[src/esm_pkg.sv]
package esm_pkg;
    localparam int unsigned CLK_HZ        = 40_000_000;
    localparam int unsigned SKEW_MS       = 400;
    localparam int unsigned INHIBIT_MS    = 1000;
    localparam int unsigned SKEW_CYCLES   = (CLK_HZ / 1000) * SKEW_MS;
    localparam int unsigned INHIBIT_CYC   = (CLK_HZ / 1000) * INHIBIT_MS;
    localparam int unsigned NUM_CH        = 12;
    localparam int unsigned DIAG_W        = 28;
    localparam int unsigned CNT_W         = 26;
    localparam int unsigned STAT_W        = 4;

    // Register byte addresses
    localparam logic [7:0] ADDR_DIAG   = 8'h00;
    localparam logic [7:0] ADDR_STATUS = 8'h04;
    localparam logic [7:0] ADDR_MASK   = 8'h08;
    localparam logic [7:0] ADDR_STATE  = 8'h0c;

    // Sticky event bits
    localparam int unsigned EV_TRIP    = 0;
    localparam int unsigned EV_ARM     = 1;
    localparam int unsigned EV_ON      = 2;
    localparam int unsigned EV_SKEW    = 3;

    // Diagnostic word fields
    localparam int unsigned DG_POS     = 0;
    localparam int unsigned DG_NEG     = 12;
    localparam int unsigned DG_REACT   = 24;
    localparam int unsigned DG_FBK     = 25;
    localparam int unsigned DG_OUT     = 26;
    localparam int unsigned DG_SUPPLY  = 27;

    localparam logic [31:0] RESET_WORD = 32'h0000_0000;

    typedef enum logic [1:0] {
        ESM_OPEN,
        ESM_ARMED,
        ESM_CLOSED
    } esm_state_t;
endpackage : esm_pkg

[src/esm_monitor.sv]
// The AHB-Lite interface to the registers and the register offsets are this design's own decisions.
`timescale 1ns/1ps
// Operation
// RL1 - Any actuated stop contact or loss of external supply opens every safety output at once.
// RL2 - One open channel is enough to open the outputs, without waiting for its companion.
// RL3 - Outputs reclose only with the feedback loop closed together with a reactivation request.
// RL4 - After the inputs are restored, outputs close only after a reactivation pulse.
// RL5 - With the monitoring strap open, outputs close on the falling edge of reactivation.
// RL6 - With the monitoring strap closed, outputs close on the reactivation level.
// RL7 - Both strap and reactivation shunted gives automatic start once both channels close.
// RL8 - In automatic start, channel closures more than 1 s apart inhibit activation.
// RL9 - Reactivation is allowed only after both channels have been seen open.
// RL10 - Selector on the first positive terminal means double contacts, two channels.
// RL11 - Selector on the last positive terminal means single contacts, negative shunted.
// RL12 - Only diagnostics go to the CPU; the CPU has no path to the outputs.
// RL13 - Outputs are removed independently of the CPU, even with it absent.
// RL14 - The outside controller may add a fault condition into the feedback loop.
// RL15 - Inputs, reactivation, feedback, output control and supply form a 28-bit status.
// RL16 - After power-up, outputs stay open until a full valid reactivation sequence.
module esm_monitor (
    input  wire logic                       hclk,
    input  wire logic                       hresetn,
    input  wire logic                       hsel,
    input  wire logic [31:0]                haddr,
    input  wire logic [1:0]                 htrans,
    input  wire logic                       hwrite,
    input  wire logic [2:0]                 hsize,
    input  wire logic [31:0]                hwdata,
    input  wire logic                       hready,
    output logic      [31:0]                hrdata,
    output logic                            hreadyout,
    output logic                            hresp,
    input  wire logic [esm_pkg::NUM_CH-1:0] pos_contact,
    input  wire logic [esm_pkg::NUM_CH-1:0] neg_contact,
    input  wire logic                       contact_type_select,
    input  wire logic                       reactivation_input,
    input  wire logic                       reactivation_monitor_strap,
    input  wire logic                       relay_feedback_loop,
    input  wire logic                       external_supply_ok,
    output logic                            safety_output_circuit_a,
    output logic                            safety_output_circuit_b,
    output logic                            irq
);
    localparam int unsigned PW = 2 * esm_pkg::NUM_CH + 5;

    logic [PW-1:0]                  pins_s;
    logic [esm_pkg::NUM_CH-1:0]     pos_s;
    logic [esm_pkg::NUM_CH-1:0]     neg_s;
    logic                           dbl_s;
    logic                           react_s;
    logic                           strap_s;
    logic                           fbk_s;
    logic                           supply_s;
    logic                           react_d;
    logic                           pos_closed;
    logic                           neg_closed;
    logic                           any_open;
    logic                           both_open;
    logic                           auto_mode;
    logic                           request;
    esm_pkg::esm_state_t            state;
    logic                           pos_seen;
    logic                           neg_seen;
    logic [esm_pkg::CNT_W-1:0]      skew_cnt;
    logic                           skew_run;
    logic                           skew_bad;
    logic                           out_on;
    logic [esm_pkg::STAT_W-1:0]     status;
    logic [esm_pkg::STAT_W-1:0]     mask;
    logic [esm_pkg::STAT_W-1:0]     event_set;
    logic [esm_pkg::DIAG_W-1:0]     diag;
    logic                           ph_valid;
    logic                           ph_write;
    logic [7:0]                     ph_addr;
    logic                           rd_status;
    logic                           wr_mask;
    logic                           skew_clear;
    logic [1:0]                     sync_fill;

    // Data-phase hit on one register; the read clear and the mask write both use it
    function automatic logic reg_hit(
        input logic       valid,
        input logic       write,
        input logic [7:0] addr,
        input logic       want_write,
        input logic [7:0] want_addr
    );
        return valid && (write == want_write) && (addr == want_addr);
    endfunction : reg_hit

    // Shared by the seen-flag clear, the outputs and the trip event
    function automatic logic is_closed(
        input esm_pkg::esm_state_t s
    );
        return s == esm_pkg::ESM_CLOSED;
    endfunction : is_closed

    // Every pin level is synchronised before any logic reads it
    esm_sync #(.W(PW)) u_sync (
        .hclk    (hclk),
        .hresetn (hresetn),
        .d       ({external_supply_ok, relay_feedback_loop, reactivation_monitor_strap,
                   reactivation_input, contact_type_select, neg_contact, pos_contact}),
        .q       (pins_s)
    );

    assign pos_s    = pins_s[esm_pkg::NUM_CH-1:0];
    assign dbl_s    = pins_s[2*esm_pkg::NUM_CH];
    assign react_s  = pins_s[2*esm_pkg::NUM_CH+1];
    assign strap_s  = pins_s[2*esm_pkg::NUM_CH+2];
    assign fbk_s    = pins_s[2*esm_pkg::NUM_CH+3];
    assign supply_s = pins_s[2*esm_pkg::NUM_CH+4];

    // Single contacts: negative channel is globally shunted, so it reads closed
    assign neg_s = dbl_s ? pins_s[2*esm_pkg::NUM_CH-1:esm_pkg::NUM_CH]
                         : {esm_pkg::NUM_CH{1'b1}}; // RL10 RL11

    assign pos_closed = &pos_s;
    assign neg_closed = &neg_s;
    assign any_open   = !pos_closed || !neg_closed || !supply_s; // RL1 RL2
    // Single contacts leave only the positive channel to be seen open
    assign both_open  = pos_seen && (neg_seen || !dbl_s); // RL9 RL11
    assign auto_mode  = strap_s && react_s; // RL7

    // Edge or level start; automatic start needs no pulse but keeps the skew check
    always_comb begin
        if (auto_mode) begin
            request = !skew_bad; // RL7 RL8
        end else if (strap_s) begin
            request = react_s; // RL6
        end else begin
            request = react_d && !react_s; // RL5
        end
    end

    always_ff @(posedge hclk or negedge hresetn) begin
        if (!hresetn) begin
            react_d <= 1'b0;
        end else begin
            react_d <= react_s;
        end
    end

    // The synchroniser resets to all-open, which would pass for a press of every
    // stop; its levels are trusted only once real pin samples reach its second
    // stage, so a reset never counts as the channels having been seen open
    always_ff @(posedge hclk or negedge hresetn) begin
        if (!hresetn) begin
            sync_fill <= '0;
        end else begin
            sync_fill <= {sync_fill[0], 1'b1};
        end
    end

    // Each channel must be seen open since the last activation
    always_ff @(posedge hclk or negedge hresetn) begin
        if (!hresetn) begin
            pos_seen <= 1'b0;
            neg_seen <= 1'b0;
        end else if (is_closed(state) && !any_open) begin
            pos_seen <= 1'b0;
            neg_seen <= 1'b0;
        end else begin
            if (sync_fill[1] && !pos_closed) begin
                pos_seen <= 1'b1; // RL9 RL16
            end
            if (sync_fill[1] && !neg_closed) begin
                neg_seen <= 1'b1; // RL9
            end
        end
    end

    // Single contacts have no second channel to lag, so an open positive channel
    // restarts the timer; otherwise a long stop would inhibit automatic start for good
    assign skew_clear = !pos_closed && (!neg_closed || !dbl_s);

    // Skew timer from the first channel closing to the second
    always_ff @(posedge hclk or negedge hresetn) begin
        if (!hresetn) begin
            skew_cnt <= '0;
            skew_run <= 1'b0;
            skew_bad <= 1'b0;
        end else if (skew_clear) begin
            skew_cnt <= '0;
            skew_run <= 1'b0;
            skew_bad <= 1'b0;
        end else if (pos_closed && neg_closed) begin
            skew_run <= 1'b0;
        end else begin
            skew_run <= 1'b1;
            if (skew_cnt < esm_pkg::CNT_W'(esm_pkg::INHIBIT_CYC)) begin
                skew_cnt <= skew_cnt + 1'b1;
            end else begin
                skew_bad <= 1'b1; // RL8
            end
        end
    end

    // Safety state machine; no bus signal reaches it
    always_ff @(posedge hclk or negedge hresetn) begin
        if (!hresetn) begin
            state <= esm_pkg::ESM_OPEN; // RL16
        end else begin
            case (state)
                esm_pkg::ESM_OPEN: begin
                    if (both_open && !any_open) begin
                        state <= esm_pkg::ESM_ARMED;
                    end
                end
                esm_pkg::ESM_ARMED: begin
                    if (any_open) begin
                        state <= esm_pkg::ESM_OPEN; // RL2
                    end else if (fbk_s && request) begin
                        state <= esm_pkg::ESM_CLOSED; // RL3 RL4 RL14
                    end
                end
                esm_pkg::ESM_CLOSED: begin
                    if (any_open) begin
                        state <= esm_pkg::ESM_OPEN; // RL1
                    end
                end
                default: state <= esm_pkg::ESM_OPEN;
            endcase
        end
    end

    // Combinational drop keeps the trip path free of a register delay
    assign out_on = is_closed(state) && !any_open; // RL1 RL13
    assign safety_output_circuit_a = out_on;
    assign safety_output_circuit_b = out_on;

    assign diag = {supply_s, out_on, fbk_s, react_s, neg_s, pos_s}; // RL15

    assign event_set[esm_pkg::EV_TRIP] = is_closed(state) && any_open;
    assign event_set[esm_pkg::EV_ARM]  = (state == esm_pkg::ESM_OPEN) && both_open && !any_open;
    assign event_set[esm_pkg::EV_ON]   = (state == esm_pkg::ESM_ARMED) && !any_open
                                         && fbk_s && request;
    assign event_set[esm_pkg::EV_SKEW] = skew_run && !skew_bad
                                         && skew_cnt == esm_pkg::CNT_W'(esm_pkg::INHIBIT_CYC);

    // AHB-Lite slave, zero wait states, always OKAY
    always_ff @(posedge hclk or negedge hresetn) begin
        if (!hresetn) begin
            ph_valid <= 1'b0;
            ph_write <= 1'b0;
            ph_addr  <= '0;
        end else if (hready) begin
            ph_valid <= hsel && htrans[1];
            ph_write <= hwrite;
            ph_addr  <= haddr[7:0];
        end
    end

    assign hreadyout = 1'b1;
    assign hresp     = 1'b0;
    // Strobes for the data phase, one cycle after the address was taken
    assign rd_status = reg_hit(ph_valid, ph_write, ph_addr, 1'b0, esm_pkg::ADDR_STATUS);
    assign wr_mask   = reg_hit(ph_valid, ph_write, ph_addr, 1'b1, esm_pkg::ADDR_MASK);

    // Only the mask is writable; the outputs have no software path
    always_ff @(posedge hclk or negedge hresetn) begin
        if (!hresetn) begin
            mask <= '0;
        end else if (wr_mask) begin
            mask <= hwdata[esm_pkg::STAT_W-1:0]; // RL12
        end
    end

    // Clear only the bits that the read returned, so an event arriving between
    // the address and data phases is not lost; a new set still wins
    always_ff @(posedge hclk or negedge hresetn) begin
        if (!hresetn) begin
            status <= '0;
        end else if (rd_status) begin
            status <= (status & ~hrdata[esm_pkg::STAT_W-1:0]) | event_set;
        end else begin
            status <= status | event_set;
        end
    end

    always_ff @(posedge hclk or negedge hresetn) begin
        if (!hresetn) begin
            irq <= 1'b0;
        end else begin
            irq <= |(status & mask);
        end
    end

    // Read data is sampled at the address phase so it stands in the data phase
    always_ff @(posedge hclk or negedge hresetn) begin
        if (!hresetn) begin
            hrdata <= esm_pkg::RESET_WORD;
        end else if (hready && hsel && htrans[1] && !hwrite) begin
            case (haddr[7:0])
                esm_pkg::ADDR_DIAG:   hrdata <= {4'h0, diag}; // RL15
                esm_pkg::ADDR_STATUS: hrdata <= {28'h0, status};
                esm_pkg::ADDR_MASK:   hrdata <= {28'h0, mask};
                esm_pkg::ADDR_STATE:  hrdata <= {27'h0, skew_bad, out_on, 1'b0, state};
                default:              hrdata <= esm_pkg::RESET_WORD;
            endcase
        end
    end
endmodule : esm_monitor

[src/esm_sync.sv]
`timescale 1ns/1ps
// Two-flop synchroniser for a bundle of pin levels
module esm_sync #(
    parameter int unsigned W = 1
) (
    input  wire logic         hclk,
    input  wire logic         hresetn,
    input  wire logic [W-1:0] d,
    output logic      [W-1:0] q
);
    logic [W-1:0] meta;

    always_ff @(posedge hclk or negedge hresetn) begin
        if (!hresetn) begin
            meta <= '0;
            q    <= '0;
        end else begin
            meta <= d;
            q    <= meta;
        end
    end
endmodule : esm_sync

[config.mk]
export PLATFORM = sky130hd
export DESIGN_NAME = esm_monitor
export DESIGN_NICKNAME = d
export VERILOG_FILES = /design/src/esm_pkg.sv /design/src/esm_monitor.sv /design/src/esm_sync.sv
export SDC_FILE = /design/constraint.sdc
export NUM_CORES = 1
export LEC_CHECK = 0
export BUFFER_PORTS_ARGS = -buffer_cell sky130_fd_sc_hd__buf_4
export CAP_MARGIN = 5
export CORE_ASPECT_RATIO = 2
export CORE_MARGIN = 2
export CORE_UTILIZATION = 55
export CTS_BUF_LIST = sky130_fd_sc_hd__clkbuf_8
export DETAILED_ROUTE_END_ITERATION = 8
export PLACE_DENSITY = 0.82
export RECOVER_POWER = 100
export SETUP_SLACK_MARGIN = 0.4
export SLEW_MARGIN = 0
export SYNTH_ARGS = -nofsm -noshare
export SYNTH_HDL_FRONTEND = slang
export SYNTH_HIERARCHICAL = 1
export SYNTH_SLANG_ARGS = --single-unit
[constraint.sdc]
create_clock -name hclk -period 2.9 [get_ports hclk]
set_clock_uncertainty 0.05 [all_clocks]
set_input_delay 0.58 -clock hclk [delete_from_list [all_inputs] [get_ports hclk]]
set_output_delay 0.58 -clock hclk [all_outputs]
set_load 0.02 [all_outputs]
==> flow_summary.ini, run 1 <==
[outcome]
outcome = complete, but fails checks
violations = capacitance limit, slew limit

[worst_setup_path]
start_kind = flop
max_stage_delay_ns = 0.36
crit_type = reg2out
arrival_ns = 1.97
end_kind = output port
cp_cell_sequence = nand4_1 -> o31a_1 -> nor4_4 -> clkbuf_1
crit_path_max_fanout = 4
required_ns = 2.27
crit_family = simple AND/OR/NAND/NOR gates
path_buf_inv = 1
cpMaxStageDelayCell = dfrtp_1

[logic_synthesis]
synth_xor_area_frac = 0.00158
synth_fa_ha_area_frac = 0.00452
synth.avg_cell_area_sq_um = 11.9
synth_cell_types = 50
synth_top_flop_cell = dfrtp_1
ys_async_sr_fraction = 1.00
synth.area.mux_share = 0.0418
synth_area_sq_um = 5540
syn_inst = 465
seq_area_frac_synth = 0.632
yosys_register_bits = 140
synth-compound-area-share = 0.128
ys.warnings.count = 6
synth-edff-count = 0
synth_top_family_by_area = simple AND/OR/NAND/NOR gates
synth-simple-area-share = 0.154

[final_layout]
nets = 658
drive_above_1_share = 0.200
area_growth_syn_to_layout_pct = 18.5
final_cell_area_sq_um = 6570
antenna_cells = 0

[power]
power_density_nw_per_um2 = 584
swShare = 0.242
switchingPower_mw = 0.930
seqPwrFrac = 0.533
internal_power_mw = 2.90
clkPwrFrac = 0.424
leakage_nw = 2.83
pwr-share-comb = 0.042
ir_drop_uv = 380

[timing]
min_period_ns = 2.60
clock.fmax_mhz = 384
finalHoldViolCount = 0
drv_slew = 65
min_period_over_period = 0.898
rsz0062_at_grt = yes
setup_violations = 0
final.setup.tns_ns = 0
maxSlewHeadroom = -0.114
fin_hold_ws_ns = 0.207
worst_pin_slew_ns = 1.67

[drt]
first_pass_iters = 6
viasPerCell = 5.93
routed_wirelength_mm = 12.5
postRouteAntennaNets = 0
drtIter0Drc = 230
wl_per_cell_um = 17.9
drc = 0
via_count = 4140

[clocking]
cts_made_buffers = 17
cts_tree = done
clk_pin_slew_ns = 0.08
clock_latency_ns = 0.44
h-tree-depth = 4
cts-root-buf = clkbuf_8
cts_hold_buf = 0
cts_buffer_depth = 2
clock_sinks = 140

[floorplanning]
num_rows = 51
initial_utilization = 0.568
die_y_um = 146
core_sq_um = 9760
die_w_um = 75.0
io_pins = 140
die-area_sq_um = 10900

[grt]
grt-ovfl-total = 0
grt_use_total = 0.242
grt_start_max_net_pins = 66
antenna_found_initial = 0
first_global_vias = 4239
grt_pass1_wl_mm = 20.0

[place]
place_area_sq_um = 6230
dp_hpwl_mm = 8.76
portBuffers = 77
place_congestion = 0.843

[min_path]
min_path_type = in2reg

[flow_run]
max-cap-violations = 1
## sequential cells by signal, summed over array words and instances (netlist names)
| signal | count |
|---|---|
| u_sync/meta | 29 |
| u_sync/q | 29 |
| hrdata | 28 |
| skew_cnt | 26 |
| ph_addr | 8 |
| mask | 4 |
| status | 4 |
| state | 2 |
| sync_fill | 2 |
| irq | 1 |
| neg_seen | 1 |
| ph_valid | 1 |
| ph_write | 1 |
| pos_seen | 1 |
| react_d | 1 |
| skew_bad | 1 |
| skew_run | 1 |
## Yosys cell counts (5+ instances only)
master	number	area, sq um
a21oi_1	22	110
nand2b_1	5	31.3
o21ai_0	22	110
nand4_1	18	113
or4_1	15	113
nor3_1	5	25.0
a31oi_1	5	31.3
o31ai_1	16	120
nand3_1	14	70.1
nand2_1	39	146
mux2_2	13	146
inv_1	11	41.3
a22o_1	14	123
nor2_1	26	97.6
dfrtp_1	140	3500
or3_1	6	37.5
nor4_1	9	56.3
buf_4	8	60.1
clkbuf_1	13	48.8
## cell families (layout without fill, tap and decap cells)
logic type,count (synthesis),count (layout)
compound gates,103,103
xor+xnor,1,1
fa+ha+maj,2,2
buf+inv,40,136
flops,140,140
mux,19,19
other cells,2,7
simple gates,158,158
## layer usage
metal,track usage,vias up,share of wire
met3,0.0561,25,0.054
met2,0.424,151,0.56
met4,0.126,0,0.033
li1,-,1884,-
met1,0.257,2080,0.35
met5,0,-,0
## cells in the final DEF, fill, tap and decap left out, types with 5 or more instances in the layout
cell type	synthesis	final
conb_1	2	7
a21oi_1	22	22
nor4_1	9	9
clkbuf_8	0	18
nand4_1	18	18
dfrtp_1	140	140
nand2_1	39	39
inv_1	11	11
a31oi_1	5	5
clkbuf_1	13	37
clkbuf_4	0	29
mux2_2	13	13
or4_1	15	15
nor2_1	26	26
o31ai_1	16	16
nand3_1	14	14
a22o_1	14	14
o21ai_0	22	22
nand2b_1	5	5
buf_4	8	25
or3_1	6	5
## power by group through the flow
stage                     Clock, mW  Sequential [mW]  Combinational [mW]
after floorplan                   0             2.07              0.0622
after global placement            0             2.08               0.159
after detailed placement          0             2.08               0.166
after CTS                      1.65             2.04               0.171
after global routing           1.75             2.05               0.181
final                          1.63             2.04               0.162
## what timing repair did
action / CTS / global route
buffers inserted: 8 / 0
resized for setup: 1 / 2
pin swaps: 7 / 0
endpoints found under the setup margin: 2 / 6
## final timing paths
| path | start | end | slack [ns] | cells past startpoint |
|---|---|---|---|---|
| max | u_sync/q[20] | safety_output_circuit_a | 0.30 | 4 |
| min | neg_contact[8] | u_sync/meta[20] | 0.21 | 1 |
| max reg2reg | skew_cnt[13] | skew_cnt[1] | 0.35 | 5 |
| min reg2reg | u_sync/meta[6] | u_sync/q[6] | 0.30 | 0 |
| max in group asynchronous | hresetn | u_sync/meta[25] | 0.84 | 2 |
| min in group asynchronous | hresetn | hrdata[7] | 0.49 | 1 |
## per-stage QoR
stage | worst slack, ns | utilization | power, mW | cells
floorplan | 0.603 | - | 2.14 | 470
global placement | 0.557 | 0.638 | 2.24 | 658
detailed placement | 0.551 | 0.638 | 2.25 | 658
CTS | 0.358 | 0.688 | 3.87 | 698
global route | 0.162 | 0.673 | 3.98 | 698
finish | 0.295 | 0.673 | 3.83 | 698
## cell type report
class                      instances  area, sq um
fill                             757         3200
timing repair buffer              93          569
multi-input combinational        290         1870
clock inverter                    14          173
clock buffer                      18          248
inverter                          11         41.3
sequential                       140         3500
tap                              132          165
(Power assumes the default switching activity.)
==> run 2: changes to the inputs <==
Settings changed: HOLD_SLACK_MARGIN from default to 0.05, RECOVER_POWER 100 to 50.
Clock period 2.9 ns to 2.4 ns, I/O delays scaled along.
==> run 2 against run 1 <==
  * The flow finishes with violations (setup timing)
  * Clock-buffer cell count shrank 1
  * Combinational power is 25% higher
  * Setup slack lost 0.33 ns
  * Non-clock buffer count grew 34
  * Cell area up 14%
  * Total power rose by 18%
  * Critical path type unchanged
==> flow_summary.ini, run 2 (synthesized netlist as in run 1, its figures left out) <==
[min_path]
min_path_type = in2reg

[drt]
viasPerCell = 6.33
wl_per_cell_um = 21.2
routed_wirelength_mm = 15.6
via_count = 4681
first_pass_iters = 6
postRouteAntennaNets = 0
drc = 0
drtIter0Drc = 411

[worst_setup_path]
max_stage_delay_ns = 0.45
end_kind = output port
cp_cell_sequence = nand4_1 -> or3_4 -> nor4_4 -> buf_4
arrival_ns = 1.91
crit_family = simple AND/OR/NAND/NOR gates
crit_path_max_fanout = 3
start_kind = flop
path_buf_inv = 1
required_ns = 1.87
crit_type = reg2out
cpMaxStageDelayCell = or3_4

[final_layout]
drive_above_1_share = 0.409
layout_commonest_cell = dfrtp_1
final_cells = 739
nets = 699
fill_cells = 576
area_growth_syn_to_layout_pct = 35.0
reg.largest.list = u_sync/meta: 29 flops, u_sync/q: 29 flops, hrdata: 28 flops
multiInputGateArea_sq_um = 2340
seq_area_sq_um = 3510
antenna_cells = 0
final_cell_mix = dfrtp_1, buf_4, nand2_1, clkbuf_4, nor2_1

[outcome]
violations = setup timing
outcome = complete, but fails checks

[clocking]
clock_sinks = 140
clock_latency_ns = 0.44
cts_tree = done
clk_pin_slew_ns = 0.09
cts-root-buf = clkbuf_8
cts_buffer_depth = 2
h-tree-depth = 4
cts_made_buffers = 17

[timing]
drv_slew = 0
min_period_ns = 2.44
setup_violations = 2
final.setup.worst_slack_ns = -0.0369
finalHoldViolCount = 0
maxSlewHeadroom = 0.164
worst_pin_slew_ns = 1.25
fin_hold_ws_ns = 0.108
rsz0062_at_grt = yes
clock.fmax_mhz = 410
min_period_over_period = 1.02

[grt]
grt-ovfl-total = 0
first_global_vias = 4919
grt_use_total = 0.298
antenna_found_initial = 0
grt_start_max_net_pins = 64
grt_pass1_wl_mm = 24.5

[floorplanning]
die_y_um = 146
die-area_sq_um = 10900
initial_utilization = 0.568
core_sq_um = 9760
die_w_um = 75.0
io_pins = 140
num_rows = 51

[place]
portBuffers = 77
dp_hpwl_mm = 8.86
place_congestion = 0.869
place_inst = 661

[power]
ir_drop_uv = 631
power_density_nw_per_um2 = 606
leakage_nw = 3.42

[flow_run]
max-cap-violations = 0
## run 2: power breakdown
group	total, mW	switching [mW]	internal (mW)
combinational	0.203	0.112	0.0911
clock	1.86	1.00	0.856
sequential	2.47	0.0410	2.43
## run 2: repair_timing
action                                 CTS  global route
buffers inserted                        28            10
cloned                                   7             0
pin swaps                               44            17
hold buffers                             1             0
resized for setup                       52            42
endpoints found under the hold margin   50             0
setup endpoints to repair               27            33
## run 2: through the flow
step	TNS, ns	worst slack, ns	area [sq um]	util	power (mW)
floorplan	0	0.268	5580	-	2.58
global placement	0	0.161	6270	0.642	2.70
detailed placement	0	0.127	6270	0.642	2.72
CTS	-0.0198	-0.0133	7260	0.743	4.55
global route	-0.728	-0.0992	7480	0.766	4.69
finish	-0.0676	-0.0369	7480	0.766	4.53
## run 2: final cells by class
| cell class | instances | area share |
|---|---|---|
| Multi-Input combinational cell | 297 | 0.313 |
| Clock buffer | 17 | 0.0313 |
| Tap cell | 132 | 0.0221 |
| Clock inverter | 15 | 0.0202 |
| Sequential cell | 140 | 0.469 |
| Timing Repair Buffer | 127 | 0.138 |
| Inverter | 11 | 0.00552 |
## run 2: layer usage
layer	vias up	wire, um	track usage
met3	93	924	0.0755
met4	0	1010	0.183
met1	2332	5150	0.329
met2	267	8560	0.494
li1	1989	-	-
met5	-	0	0
## run 2: worst paths after layout
check | cells after the start | start | to | slack [ns]
max in group asynchronous | 3 | hresetn | skew_cnt[9] | 0.32
min in group asynchronous | 2 | hresetn | u_sync/q[25] | 0.79
setup / recovery | 4 | u_sync/q[1] | safety_output_circuit_a | -0.04
hold / removal | 1 | neg_contact[8] | u_sync/meta[20] | 0.11
hold reg to reg | 0 | u_sync/meta[25] | u_sync/q[25] | 0.29
setup reg to reg | 7 | skew_cnt[24] | skew_cnt[21] | 0.11
